$ cat config.mk
export PLATFORM = sky130hd
export DESIGN_NAME = ebp_pin_mux
export DESIGN_NICKNAME = d
export VERILOG_FILES = /design/src/common/ebp_pkg.sv /design/src/hw/ebp_pin_mux.sv /design/src/hw/ebp_out_reg.sv
export VERILOG_INCLUDE_DIRS = /design/src /design/src/common
export SDC_FILE = /design/constraint.sdc
export NUM_CORES = 1
export LEC_CHECK = 0
export ABC_AREA = 1
export BUFFER_PORTS_ARGS = -buffer_cell sky130_fd_sc_hd__buf_2
export CAP_MARGIN = 0
export CORE_AREA = 2 2 133 135
export DETAILED_ROUTE_END_ITERATION = 10
export DIE_AREA = 0 0 135 137
export PLACE_DENSITY = 0.57
export SYNTH_ARGS = -nofsm -noshare
export SYNTH_HDL_FRONTEND = slang
export SYNTH_SLANG_ARGS = --single-unit
$ cat constraint.sdc
create_clock -name mclk_i -period 1.4 [get_ports mclk_i]
set_input_delay 0.07 -clock mclk_i [delete_from_list [all_inputs] [get_ports mclk_i]]
set_output_delay 0.07 -clock mclk_i [all_outputs]
set_load 0.02 [all_outputs]
$ cat src/common/ebp_map.svh
// Constants for the external bus port pin multiplexer
// Behaviour
// - Data bus 16 or 32 bits, address 26 bits
// - Six active-low chip selects, one per space
// - Shared pins follow the controller owning the bus
// - Address pins map sdram or static address bits
// - Sdram row, column, write low; clock enable high
// - Active-low sdram chip select on shared chip select one
// - Separate sdram address bit ten output
// - Nand select, output and write enables active low
// - Card read, write strobes and direction output
// - Two card chip selects share general selects
`ifndef EBP_MAP_SVH
`define EBP_MAP_SVH
`define EBP_DATA_W      32
`define EBP_ADDR_W      26
`define EBP_NCS         6
`define EBP_SDR_ADDR_W  13
`define EBP_SEL_SDRAM   1
`define EBP_SEL_NAND    3
`define EBP_SEL_CARD0   4
`define EBP_SEL_CARD1   5
`define EBP_CS_IDLE     6'h3F
`define EBP_MASK_IDLE   4'hF
`define EBP_HALF_MASK   32'h0000_FFFF
`define EBP_SDR_IDLE    4'hE
`define EBP_NAND_IDLE   2'h3
`define EBP_CARD_IDLE   3'h7
`define EBP_STROBE_IDLE 5'h1F
`endif

$ cat src/common/ebp_pkg.sv
// Types for the external bus port pin multiplexer
package ebp_pkg;
    typedef enum logic [1:0] {EBP_OWN_NONE, EBP_OWN_STATIC, EBP_OWN_SDRAM} ebp_owner_e;
endpackage

$ cat src/hw/ebp_pin_mux.sv
// Pin multiplexer joining static and sdram controllers onto the external bus port
`timescale 1ns/1ps
`default_nettype none
`include "ebp_map.svh"
module ebp_pin_mux
    import ebp_pkg::*;
(
    // Clock and reset
    input  wire logic                        mclk_i,
    input  wire logic                        rst_b_i,
    // Configuration
    input  wire logic                        bus_wide_i,
    // Ownership
    input  wire logic                        static_own_i,
    input  wire logic                        sdram_own_i,
    // Static memory controller side
    input  wire logic [`EBP_ADDR_W-1:0]      stc_addr_i,
    input  wire logic [`EBP_NCS-1:0]         stc_chip_select_n_i,
    input  wire logic                        stc_read_strobe_n_i,
    input  wire logic [3:0]                  stc_byte_write_n_i,
    input  wire logic                        stc_upper_byte_n_i,
    input  wire logic                        stc_lower_byte_n_i,
    input  wire logic [`EBP_DATA_W-1:0]      stc_wdata_i,
    input  wire logic                        stc_drive_i,
    input  wire logic                        stc_nand_en_i,
    input  wire logic                        stc_card_en_i,
    input  wire logic                        stc_card_rd_i,
    output logic      [`EBP_DATA_W-1:0]      stc_rdata_o,
    output logic                             stc_ext_wait_n_o,
    // Sdram controller side
    input  wire logic [`EBP_SDR_ADDR_W-1:0]  sdc_addr_i,
    input  wire logic [1:0]                  sdc_bank_i,
    input  wire logic [3:0]                  sdc_byte_mask_n_i,
    input  wire logic                        sdc_sel_n_i,
    input  wire logic                        sdc_ras_n_i,
    input  wire logic                        sdc_cas_n_i,
    input  wire logic                        sdc_we_n_i,
    input  wire logic                        sdc_clk_en_i,
    input  wire logic [`EBP_DATA_W-1:0]      sdc_wdata_i,
    input  wire logic                        sdc_drive_i,
    output logic      [`EBP_DATA_W-1:0]      sdc_rdata_o,
    // Shared pins
    output logic      [`EBP_ADDR_W-1:0]      pin_addr_o,
    output logic      [`EBP_DATA_W-1:0]      pin_data_o,
    output logic      [`EBP_DATA_W-1:0]      pin_data_oe_o,
    input  wire logic [`EBP_DATA_W-1:0]      pin_data_i,
    input  wire logic                        pin_ext_wait_n_i,
    output logic      [`EBP_NCS-1:0]         pin_chip_select_n_o,
    output logic                             pin_read_strobe_n_o,
    output logic      [3:0]                  pin_byte_write_n_o,
    // Dedicated pins
    output logic                             pin_sdram_addr_bit10_o,
    output logic                             pin_sdram_ras_n_o,
    output logic                             pin_sdram_cas_n_o,
    output logic                             pin_sdram_we_n_o,
    output logic                             pin_sdram_clk_en_o,
    output logic                             pin_nand_out_en_n_o,
    output logic                             pin_nand_wr_en_n_o,
    output logic                             pin_card_io_read_n_o,
    output logic                             pin_card_io_write_n_o,
    output logic                             pin_card_read_not_write_o
);
    // =========================================================
    // Ownership
    ebp_owner_e owner;
    always_comb begin
        // Sdram wins a double claim; the arbiter should never allow one
        if (sdram_own_i) begin
            owner = EBP_OWN_SDRAM;
        end else if (static_own_i) begin
            owner = EBP_OWN_STATIC;
        end else begin
            owner = EBP_OWN_NONE;
        end
    end

    // =========================================================
    // Next pin values
    logic [`EBP_ADDR_W-1:0] next_addr;
    logic [`EBP_DATA_W-1:0] next_data;
    logic [`EBP_DATA_W-1:0] next_data_oe;
    logic [`EBP_DATA_W-1:0] width_mask;
    logic [`EBP_NCS-1:0]    next_cs_n;
    logic                   next_rd_n;
    logic [3:0]             next_wr_n;
    logic                   next_a10;
    logic [3:0]             next_sdr;
    logic [1:0]             next_nand;
    logic [2:0]             next_card;

    // Narrow bus leaves upper lanes undriven
    assign width_mask = bus_wide_i ? '1 : `EBP_HALF_MASK;

    always_comb begin
        // Idle levels first, so an unowned pin never strobes
        next_addr    = '0;
        next_data    = '0;
        next_data_oe = '0;
        next_cs_n    = `EBP_CS_IDLE;
        next_rd_n    = 1'b1;
        next_wr_n    = `EBP_MASK_IDLE;
        next_a10     = 1'b0;
        next_sdr     = `EBP_SDR_IDLE;
        next_nand    = `EBP_NAND_IDLE;
        next_card    = `EBP_CARD_IDLE;
        case (owner)
            EBP_OWN_STATIC: begin
                next_addr    = stc_addr_i;
                next_addr[0] = stc_addr_i[0] & stc_lower_byte_n_i;
                next_data    = stc_wdata_i & width_mask;
                next_data_oe = stc_drive_i ? width_mask : '0;
                next_cs_n    = stc_chip_select_n_i;
                next_rd_n    = stc_read_strobe_n_i;
                next_wr_n    = stc_byte_write_n_i;
                next_wr_n[1] = stc_byte_write_n_i[1] & stc_upper_byte_n_i;
                if (stc_nand_en_i) begin
                    next_nand = {stc_read_strobe_n_i, stc_byte_write_n_i[0]};
                end
                if (stc_card_en_i) begin
                    next_card = {stc_read_strobe_n_i, stc_byte_write_n_i[0], stc_card_rd_i};
                end
            end
            EBP_OWN_SDRAM: begin
                next_addr[11:2]  = sdc_addr_i[9:0];
                next_addr[14:13] = sdc_addr_i[12:11];
                // Bank select rides on address pins sixteen and seventeen
                next_addr[17:16] = sdc_bank_i;
                next_addr[0]     = sdc_byte_mask_n_i[0];
                next_addr[1]     = sdc_byte_mask_n_i[2];
                next_wr_n        = sdc_byte_mask_n_i;
                next_a10         = sdc_addr_i[10];
                next_cs_n[`EBP_SEL_SDRAM] = sdc_sel_n_i;
                next_sdr  = {sdc_ras_n_i, sdc_cas_n_i, sdc_we_n_i, sdc_clk_en_i};
                next_data    = sdc_wdata_i & width_mask;
                next_data_oe = sdc_drive_i ? width_mask : '0;
            end
            default: begin
            end
        endcase
    end

    // =========================================================
    // Registered outputs
    // Address and data fall to zero when nobody owns the bus
    ebp_out_reg #(.W(`EBP_ADDR_W)) u_addr (
        .mclk_i  (mclk_i),
        .rst_b_i (rst_b_i),
        .d_i     (next_addr),
        .q_o     (pin_addr_o)
    );

    ebp_out_reg #(.W(`EBP_DATA_W)) u_data (
        .mclk_i  (mclk_i),
        .rst_b_i (rst_b_i),
        .d_i     (next_data),
        .q_o     (pin_data_o)
    );

    // Enable per lane, so a narrow bus leaves the upper half released
    ebp_out_reg #(.W(`EBP_DATA_W)) u_data_oe (
        .mclk_i  (mclk_i),
        .rst_b_i (rst_b_i),
        .d_i     (next_data_oe),
        .q_o     (pin_data_oe_o)
    );

    // Card selects share pins four and five with the general selects
    ebp_out_reg #(.W(`EBP_NCS), .IDLE(`EBP_CS_IDLE)) u_cs (
        .mclk_i  (mclk_i),
        .rst_b_i (rst_b_i),
        .d_i     (next_cs_n),
        .q_o     (pin_chip_select_n_o)
    );

    // Read strobe and byte writes leave reset high together
    ebp_out_reg #(.W(5), .IDLE(`EBP_STROBE_IDLE)) u_strobe (
        .mclk_i  (mclk_i),
        .rst_b_i (rst_b_i),
        .d_i     ({next_rd_n, next_wr_n}),
        .q_o     ({pin_read_strobe_n_o, pin_byte_write_n_o})
    );

    // Address ten is sdram only; static accesses keep it low
    ebp_out_reg #(.W(1)) u_a10 (
        .mclk_i  (mclk_i),
        .rst_b_i (rst_b_i),
        .d_i     (next_a10),
        .q_o     (pin_sdram_addr_bit10_o)
    );

    // Clock enable low while sdram does not own the bus
    ebp_out_reg #(.W(4), .IDLE(`EBP_SDR_IDLE)) u_sdr (
        .mclk_i  (mclk_i),
        .rst_b_i (rst_b_i),
        .d_i     (next_sdr),
        .q_o     ({pin_sdram_ras_n_o, pin_sdram_cas_n_o, pin_sdram_we_n_o, pin_sdram_clk_en_o})
    );

    // Nand select itself rides on chip select three
    ebp_out_reg #(.W(2), .IDLE(`EBP_NAND_IDLE)) u_nand (
        .mclk_i  (mclk_i),
        .rst_b_i (rst_b_i),
        .d_i     (next_nand),
        .q_o     ({pin_nand_out_en_n_o, pin_nand_wr_en_n_o})
    );

    ebp_out_reg #(.W(3), .IDLE(`EBP_CARD_IDLE)) u_card (
        .mclk_i  (mclk_i),
        .rst_b_i (rst_b_i),
        .d_i     (next_card),
        .q_o     ({pin_card_io_read_n_o, pin_card_io_write_n_o, pin_card_read_not_write_o})
    );

    // =========================================================
    // Return path
    // Wait only reaches the static side; sdram timing has no wait input
    always_ff @(posedge mclk_i or negedge rst_b_i) begin
        if (!rst_b_i) begin
            stc_rdata_o      <= '0;
            sdc_rdata_o      <= '0;
            stc_ext_wait_n_o <= 1'b1;
        end else begin
            stc_rdata_o      <= pin_data_i & width_mask;
            sdc_rdata_o      <= pin_data_i & width_mask;
            stc_ext_wait_n_o <= pin_ext_wait_n_i | (owner != EBP_OWN_STATIC);
        end
    end
endmodule
`default_nettype wire

$ cat src/hw/ebp_out_reg.sv
// Output flop with inactive reset value
`timescale 1ns/1ps
`default_nettype none
module ebp_out_reg #(
    parameter int          W    = 1,
    parameter logic [W-1:0] IDLE = '0
) (
    input  wire logic         mclk_i,
    input  wire logic         rst_b_i,
    input  wire logic [W-1:0] d_i,
    output logic      [W-1:0] q_o
);
    always_ff @(posedge mclk_i or negedge rst_b_i) begin
        if (!rst_b_i) begin
            q_o <= IDLE;
        end else begin
            q_o <= d_i;
        end
    end
endmodule
`default_nettype wire

==> results of run 1 <==
## cells in the final DEF, fill, tap and decap left out, types with 2 or more instances in the layout
| cell type | synthesis | routed |
|---|---|---|
| sky130_fd_sc_hd__buf_2 | 9 | 344 |
| sky130_fd_sc_hd__nand2_1 | 186 | 186 |
| sky130_fd_sc_hd__dlygate4sd3_1 | 0 | 167 |
| sky130_fd_sc_hd__dfrtp_1 | 94 | 93 |
| sky130_fd_sc_hd__inv_1 | 49 | 49 |
| sky130_fd_sc_hd__dfstp_2 | 20 | 20 |
| sky130_fd_sc_hd__nor2_1 | 19 | 18 |
| sky130_fd_sc_hd__clkbuf_16 | 0 | 17 |
| sky130_fd_sc_hd__or2_2 | 9 | 9 |
| sky130_fd_sc_hd__nand3_1 | 7 | 7 |
| sky130_fd_sc_hd__buf_4 | 64 | 7 |
| sky130_fd_sc_hd__clkinv_4 | 0 | 5 |
| sky130_fd_sc_hd__bufinv_16 | 0 | 4 |
| sky130_fd_sc_hd__clkinvlp_4 | 0 | 3 |
| sky130_fd_sc_hd__buf_12 | 0 | 3 |
| sky130_fd_sc_hd__o21ai_0 | 2 | 2 |
| sky130_fd_sc_hd__inv_6 | 0 | 2 |
## cell families (layout without fill, tap and decap cells)
| kind of cell | after synthesis | in the layout | share of synthesized area |
|---|---|---|---|
| flip-flops | 114 | 114 | 0.636 |
| buffers and inverters | 129 | 603 | 0.166 |
| AND/OR/NAND/NOR | 223 | 223 | 0.194 |
| AO/OA/AOI/OAI | 3 | 3 | 0.00332 |
## area by class of cell
| type | instances | area (um^2) | share of cell area |
|---|---|---|---|
| Sequential cell | 114 | 2880 | 0.343 |
| Clock buffer | 18 | 439 | 0.0523 |
| Inverter | 50 | 188 | 0.0224 |
| Multi-Input combinational cell | 226 | 897 | 0.107 |
| Clock inverter | 14 | 204 | 0.0243 |
| Tap cell | 225 | 282 | 0.0335 |
| Timing Repair Buffer | 521 | 3510 | 0.418 |
## per-layer routing
layer  GRT usage  part of all wire  wire length [um]  vias up
li1            -                 -                 -     2235
met1       0.175              0.37              5950     2161
met2       0.320              0.53              8660      230
met3      0.0611             0.079              1280       23
met4      0.0619             0.019               304        0
met5           0                 0                 0        -
## cells in the mapped netlist
master | n | area share
sky130_fd_sc_hd__nand3b_1 | 1 | 0.0017
sky130_fd_sc_hd__dfstp_2 | 20 | 0.12
sky130_fd_sc_hd__dfrtp_1 | 94 | 0.52
sky130_fd_sc_hd__inv_2 | 1 | 0.00083
sky130_fd_sc_hd__inv_1 | 49 | 0.041
sky130_fd_sc_hd__clkbuf_1 | 3 | 0.0025
sky130_fd_sc_hd__or2_2 | 9 | 0.012
sky130_fd_sc_hd__nor2_4 | 1 | 0.0025
sky130_fd_sc_hd__a21oi_1 | 1 | 0.0011
sky130_fd_sc_hd__nand2_1 | 186 | 0.15
sky130_fd_sc_hd__o21ai_0 | 2 | 0.0022
sky130_fd_sc_hd__buf_6 | 2 | 0.0050
sky130_fd_sc_hd__buf_4 | 64 | 0.11
sky130_fd_sc_hd__buf_2 | 9 | 0.010
sky130_fd_sc_hd__nor2_1 | 19 | 0.016
sky130_fd_sc_hd__nand3_1 | 7 | 0.0077
sky130_fd_sc_hd__buf_1 | 1 | 0.00083
## timing repair
item,4_1_cts,5_1_grt
hold endpoints to repair,208,0
resized for setup,0,1
endpoints found under the setup margin,0,16
hold buffers,167,0
## tightest hold or removal path, cell delays in order
cell and delay, ns:
sky130_fd_sc_hd__buf_2 0.11, sky130_fd_sc_hd__nor2_1 0.08, sky130_fd_sc_hd__inv_1 0.11, sky130_fd_sc_hd__nand3_1 0.08
## final timing paths
path                       slack [ns]                         from                   endpoint
max in group asynchronous        0.76                      rst_b_i      u_cs.q_o[1]$_DFF_PN1_
min in group asynchronous        0.06                      rst_b_i   sdc_rdata_o[7]$_DFF_PN0_
hold / removal                   0.05                 static_own_i  u_strobe.q_o[0]$_DFF_PN1_
setup / recovery                 0.14  u_data_oe.q_o[15]$_DFF_PN0_           pin_data_oe_o[0]
## report_power, final
| part | internal (W) | total (W) | switching [W] |
|---|---|---|---|
| Clock | 0.00305 | 0.00468 | 0.00163 |
| Sequential | 0.00350 | 0.00357 | 0.0000679 |
| Combinational | 0.000822 | 0.00175 | 0.000925 |
| Total | 0.00737 | 0.00999 | 0.00262 |
## sequential cells by signal (all words and copies together), names as in the netlist
register and flops:
sdc_rdata_o 32, stc_ext_wait_n_o 1, u_a10.q_o 1, u_addr.q_o 26, u_card.q_o 3, u_cs.q_o 6
u_data.q_o 32, u_data_oe.q_o 2, u_nand.q_o 2, u_sdr.q_o 4, u_strobe.q_o 5
## metrics by stage
stage | setup WS [ns] | cells | hold WS (ns) | area (um^2) | utilization
finish | 0.138 | 1168 | 0.0504 | 8390 | 0.492
global route | 0.0426 | 1168 | 0.0463 | 8390 | 0.492
CTS | 0.0337 | 1168 | 0.0388 | 8390 | 0.492
detailed placement | 0.223 | 969 | -0.0604 | 6080 | 0.356
global placement | 0.280 | 969 | -0.0590 | 6080 | 0.356
floorplan | 0.463 | 469 | -0.226 | 4520 | -
==> run summary, run 1 <==
### Status
- result of the run: complete, no violations

### Detailed routing
- average wire length per cell after detail routing: 13.9 um
- number of search-and-repair iterations in the first detailed-routing pass: 4
- post-route ant nets: 0
- Routed WL: 16200 um
- DRT iter0 DRCs: 183
- vias after detailed routing: 4649
- # DRC: 0
- via density per instance: 3.98

### Clock tree
- clock tree from TritonCTS: yes
- CTS Buf Count: 17
- clock sink total: 114
- total setup buffers inserted after CTS: 0
- H-tree depth reported by CTS: 4
- Reg clk slew, reported paths: 0.05 ns
- Root Driver: sky130_fd_sc_hd__clkbuf_16
- clock tree buffer depth: 2

### Die
- I/O pins: 346
- CORE AREA: 17100 um^2
- Starting Density: 0.265
- die area: 18500 um^2
- number of placement rows: 48
- horizontal die dimension: 135 um
- height of the chip: 137 um

### Layout
- number of filler instances in the final layout: 1581
- ANT cells: 0
- number of nets in the layout: 1100
- area growth from synthesis to layout: 85.6%
- share of cells above drive strength 1: 0.444

### Yosys
- fraction of the yosys area taken by sequential cells: 0.636
- Post-Synthesis Net Count: 639
- Yosys warning total: 0
- Post-Syn Area: 4520 um^2
- average size of a mapped cell: 9.64 um^2
- post-synth cell types: 17
- Cells after Synth: 469
- total of flip-flops plus latches after synthesis: 114

### Power
- leakage power summed over all cells: 4.85 nW
- sum of internal, switching and leakage power: 0.00999 W
- power density over the cells: 1190 nW/um^2
- worst-case vdd ir drop: 0.000783 V

### Timing
- setup violators final: 0
- shortest clock period the worst path allows after layout: 1.26 ns
- Final Hold Vio Count: 0
- total negative setup slack: 0 ns
- fraction of the cycle the final worst path needs: 0.901
- Worst slew margin: 0.719
- fin. max-slew vios: 0
- setup repair after global routing missed its margin: no
- top achievable clock speed: 792 MHz
- slew at the pin closest to its max-slew limit: 0.421 ns

### Setup path
- highest-delay cell along the critical path: sky130_fd_sc_hd__dfrtp_1
- crit path cell chain: buf_2
- startpoint kind of the worst setup timing path: register
- crit path kind: reg -> out
- critical-path maximum fanout: 16
- Critical Path Max Stage Delay: 0.54 ns
- Worst Path Required: 1.33 ns
- path length in cells of the critical path: 1
- critical path capture point type: primary output
- endpoint arrival time on the critical path: 1.19 ns
- buffer and inverter count on the worst path: 1
- cell class contributing the biggest share of worst-path delay: flip-flops

### Global route
- residual overflow from global routing: 0
- overall track demand over capacity in global routing: 0.171
- pin count of the biggest net entering global routing: 44
- first-pass GRT wire length: 23700 um
- antenna violations before repair: 0
- vias in the first global route: 4796

### Place
- Buffers on Ports: 345
- routability cong.: 0.777
- DPL Wire Length: 10900 um

### Worst hold path
- class of the worst hold path: in -> reg
- Worst Hold Depth: 4

### Flow run
- MaxCap Viol Count: 0

(Power assumes the default switching activity.)
==> inputs of run 2 (changes only) <==
==> constraint.sdc (replaced) <==
create_clock -name mclk_i -period 1.6 [get_ports mclk_i]
set_input_delay 0.08 -clock mclk_i [delete_from_list [all_inputs] [get_ports mclk_i]]
set_output_delay 0.08 -clock mclk_i [all_outputs]
set_load 0.1 [all_outputs]
==> run 2 against run 1 <==
Die area is the same. Largest power group unchanged. Combinational power increased by 78%. Routed wire length fell by 1.3%. Clock-buffer cell count up 1. Final cell count grew 0.43%. Sequential share of layout area shrank 0.28 points. Flip-flop and latch count stayed put. Setup slack improved by 0.033 ns. Core utilization is 0.43 points higher. First-iteration DRC count is 32% lower. Largest cell class unchanged. Global-route usage is 0.21 points higher.
==> run summary, run 2 (synthesis gave the netlist of run 1 again) <==
### Setup path
- crit path cell chain: buf_2
- critical-path maximum fanout: 1
- buffer and inverter count on the worst path: 1
- cell class contributing the biggest share of worst-path delay: flip-flops
- critical path capture point type: primary output
- startpoint kind of the worst setup timing path: register
- highest-delay cell along the critical path: sky130_fd_sc_hd__dfstp_2
- Critical Path Max Stage Delay: 0.52 ns
- crit path kind: reg -> out
- Worst Path Required: 1.52 ns
- endpoint arrival time on the critical path: 1.35 ns

### Clock tree
- Reg clk slew, reported paths: 0.06 ns
- clock sink total: 114
- Root Driver: sky130_fd_sc_hd__clkbuf_16
- clock tree buffer depth: 2
- clock tree from TritonCTS: yes
- CTS Buf Count: 17
- CTS resizes: 0
- total setup buffers inserted after CTS: 0
- H-tree depth reported by CTS: 4

### Detailed routing
- average wire length per cell after detail routing: 13.6 um
- vias after detailed routing: 4627
- number of search-and-repair iterations in the first detailed-routing pass: 5
- post-route ant nets: 0
- via density per instance: 3.94
- DRT iter0 DRCs: 124
- # DRC: 0
- Routed WL: 16000 um

### Global route
- antenna violations before repair: 1
- pin count of the biggest net entering global routing: 45
- residual overflow from global routing: 0
- overall track demand over capacity in global routing: 0.173
- vias in the first global route: 4832
- first-pass GRT wire length: 24200 um

### Layout
- number of filler instances in the final layout: 1529
- number of nets in the layout: 1104
- most frequent cells in the layout: 344 x sky130_fd_sc_hd__buf_2, 186 x sky130_fd_sc_hd__nand2_1, 171 x sky130_fd_sc_hd__dlygate4sd3_1
- leading cell type in the layout, fill and taps excluded: sky130_fd_sc_hd__buf_2
- area growth from synthesis to layout: 87.2%
- final core utilization: 0.496
- share of cells above drive strength 1: 0.444
- largest registers ranked by flip-flop count: sdc_rdata_o (32), u_data.q_o (32), u_addr.q_o (26)

### Timing
- setup repair after global routing missed its margin: no
- slew at the pin closest to its max-slew limit: 0.522 ns
- total negative setup slack: 0 ns
- setup violators final: 0
- top achievable clock speed: 700 MHz
- fin. max-slew vios: 0
- shortest clock period the worst path allows after layout: 1.43 ns
- Final Hold Vio Count: 0
- Worst slew margin: 0.654
- fraction of the cycle the final worst path needs: 0.893
- Final WS setup: 0.171 ns

### Power
- Net Sw Power: 0.00388 W
- worst-case vdd ir drop: 0.000660 V
- share of total power in the clock network: 0.408
- power density over the cells: 1240 nW/um^2
- part of the total power dissipated in sequential elements: 0.297
- sum of internal, switching and leakage power: 0.0105 W
- Int Power: 0.00667 W
- switching power share of the total: 0.368
- leakage power summed over all cells: 4.89 nW
- power share of the combinational group: 0.296

### Die
- I/O pins: 346
- die area: 18500 um^2
- Starting Density: 0.265
- horizontal die dimension: 135 um
- CORE AREA: 17100 um^2
- number of placement rows: 48
- height of the chip: 137 um

### Place
- Buffers on Ports: 345
- DPL Wire Length: 10900 um
- pre-CTS setup slack: 0.383 ns
- routability cong.: 0.751

### Worst hold path
- class of the worst hold path: in -> reg

### Flow run
- MaxCap Viol Count: 0

### Status
- result of the run: complete, no violations

[run 2: area by class of cell]
type / count / area [um^2] / share of cell area
Clock buffer: 19 / 453 / 0.0535
Sequential cell: 114 / 2880 / 0.340
Tap cell: 225 / 282 / 0.0332
Multi-Input combinational cell: 226 / 897 / 0.106
Antenna cell: 1 / 2.50 / 0.000296
Inverter: 50 / 188 / 0.0222
Clock inverter: 13 / 220 / 0.0260
Timing Repair Buffer: 525 / 3550 / 0.419
[run 2: metrics by stage]
stage / std cells / cell area (um^2) / hold WS, ns
finish: 1173 / 8470 / 0.0633
global route: 1173 / 8470 / 0.0789
CTS: 1172 / 8470 / 0.0417
detailed placement: 969 / 6080 / 0.0367
global placement: 969 / 6080 / 0.0327
floorplan: 469 / 4530 / -0.216
[run 2: repair_timing]
item	in CTS	in global routing
setup endpoints to repair	0	0
endpoints found under the hold margin	208	0
hold buffers	171	0
[run 2: path summary, 6_finish.rpt]
kind                       slack (ns)  depth (start not counted)                  endpoint                   start
max in group asynchronous        0.82                          3   u_card.q_o[1]$_DFF_PN1_                 rst_b_i
min in group asynchronous        0.15                          2  sdc_rdata_o[9]$_DFF_PN0_                 rst_b_i
min                              0.06                          5  u_data.q_o[31]$_DFF_PN0_         sdc_wdata_i[31]
max                              0.17                          1          pin_sdram_we_n_o  u_sdr.q_o[1]$_DFF_PN1_
[run 2: per-layer routing]
layer	up-vias	track usage	share of wire
met3	32	0.0556	0.082
met1	2100	0.188	0.37
li1	2241	-	-
met2	254	0.310	0.52
met4	0	0.0752	0.029
met5	-	0	0
[run 2: power groups by stage]
stage | logic [W] | clock network [W] | registers (W)
after floorplan | 0.00104 | 0 | 0.00440
after detailed placement | 0.00276 | 0 | 0.00318
final | 0.00312 | 0.00430 | 0.00313
after CTS | 0.00312 | 0.00442 | 0.00313
after global placement | 0.00275 | 0 | 0.00317
after global routing | 0.00325 | 0.00456 | 0.00314
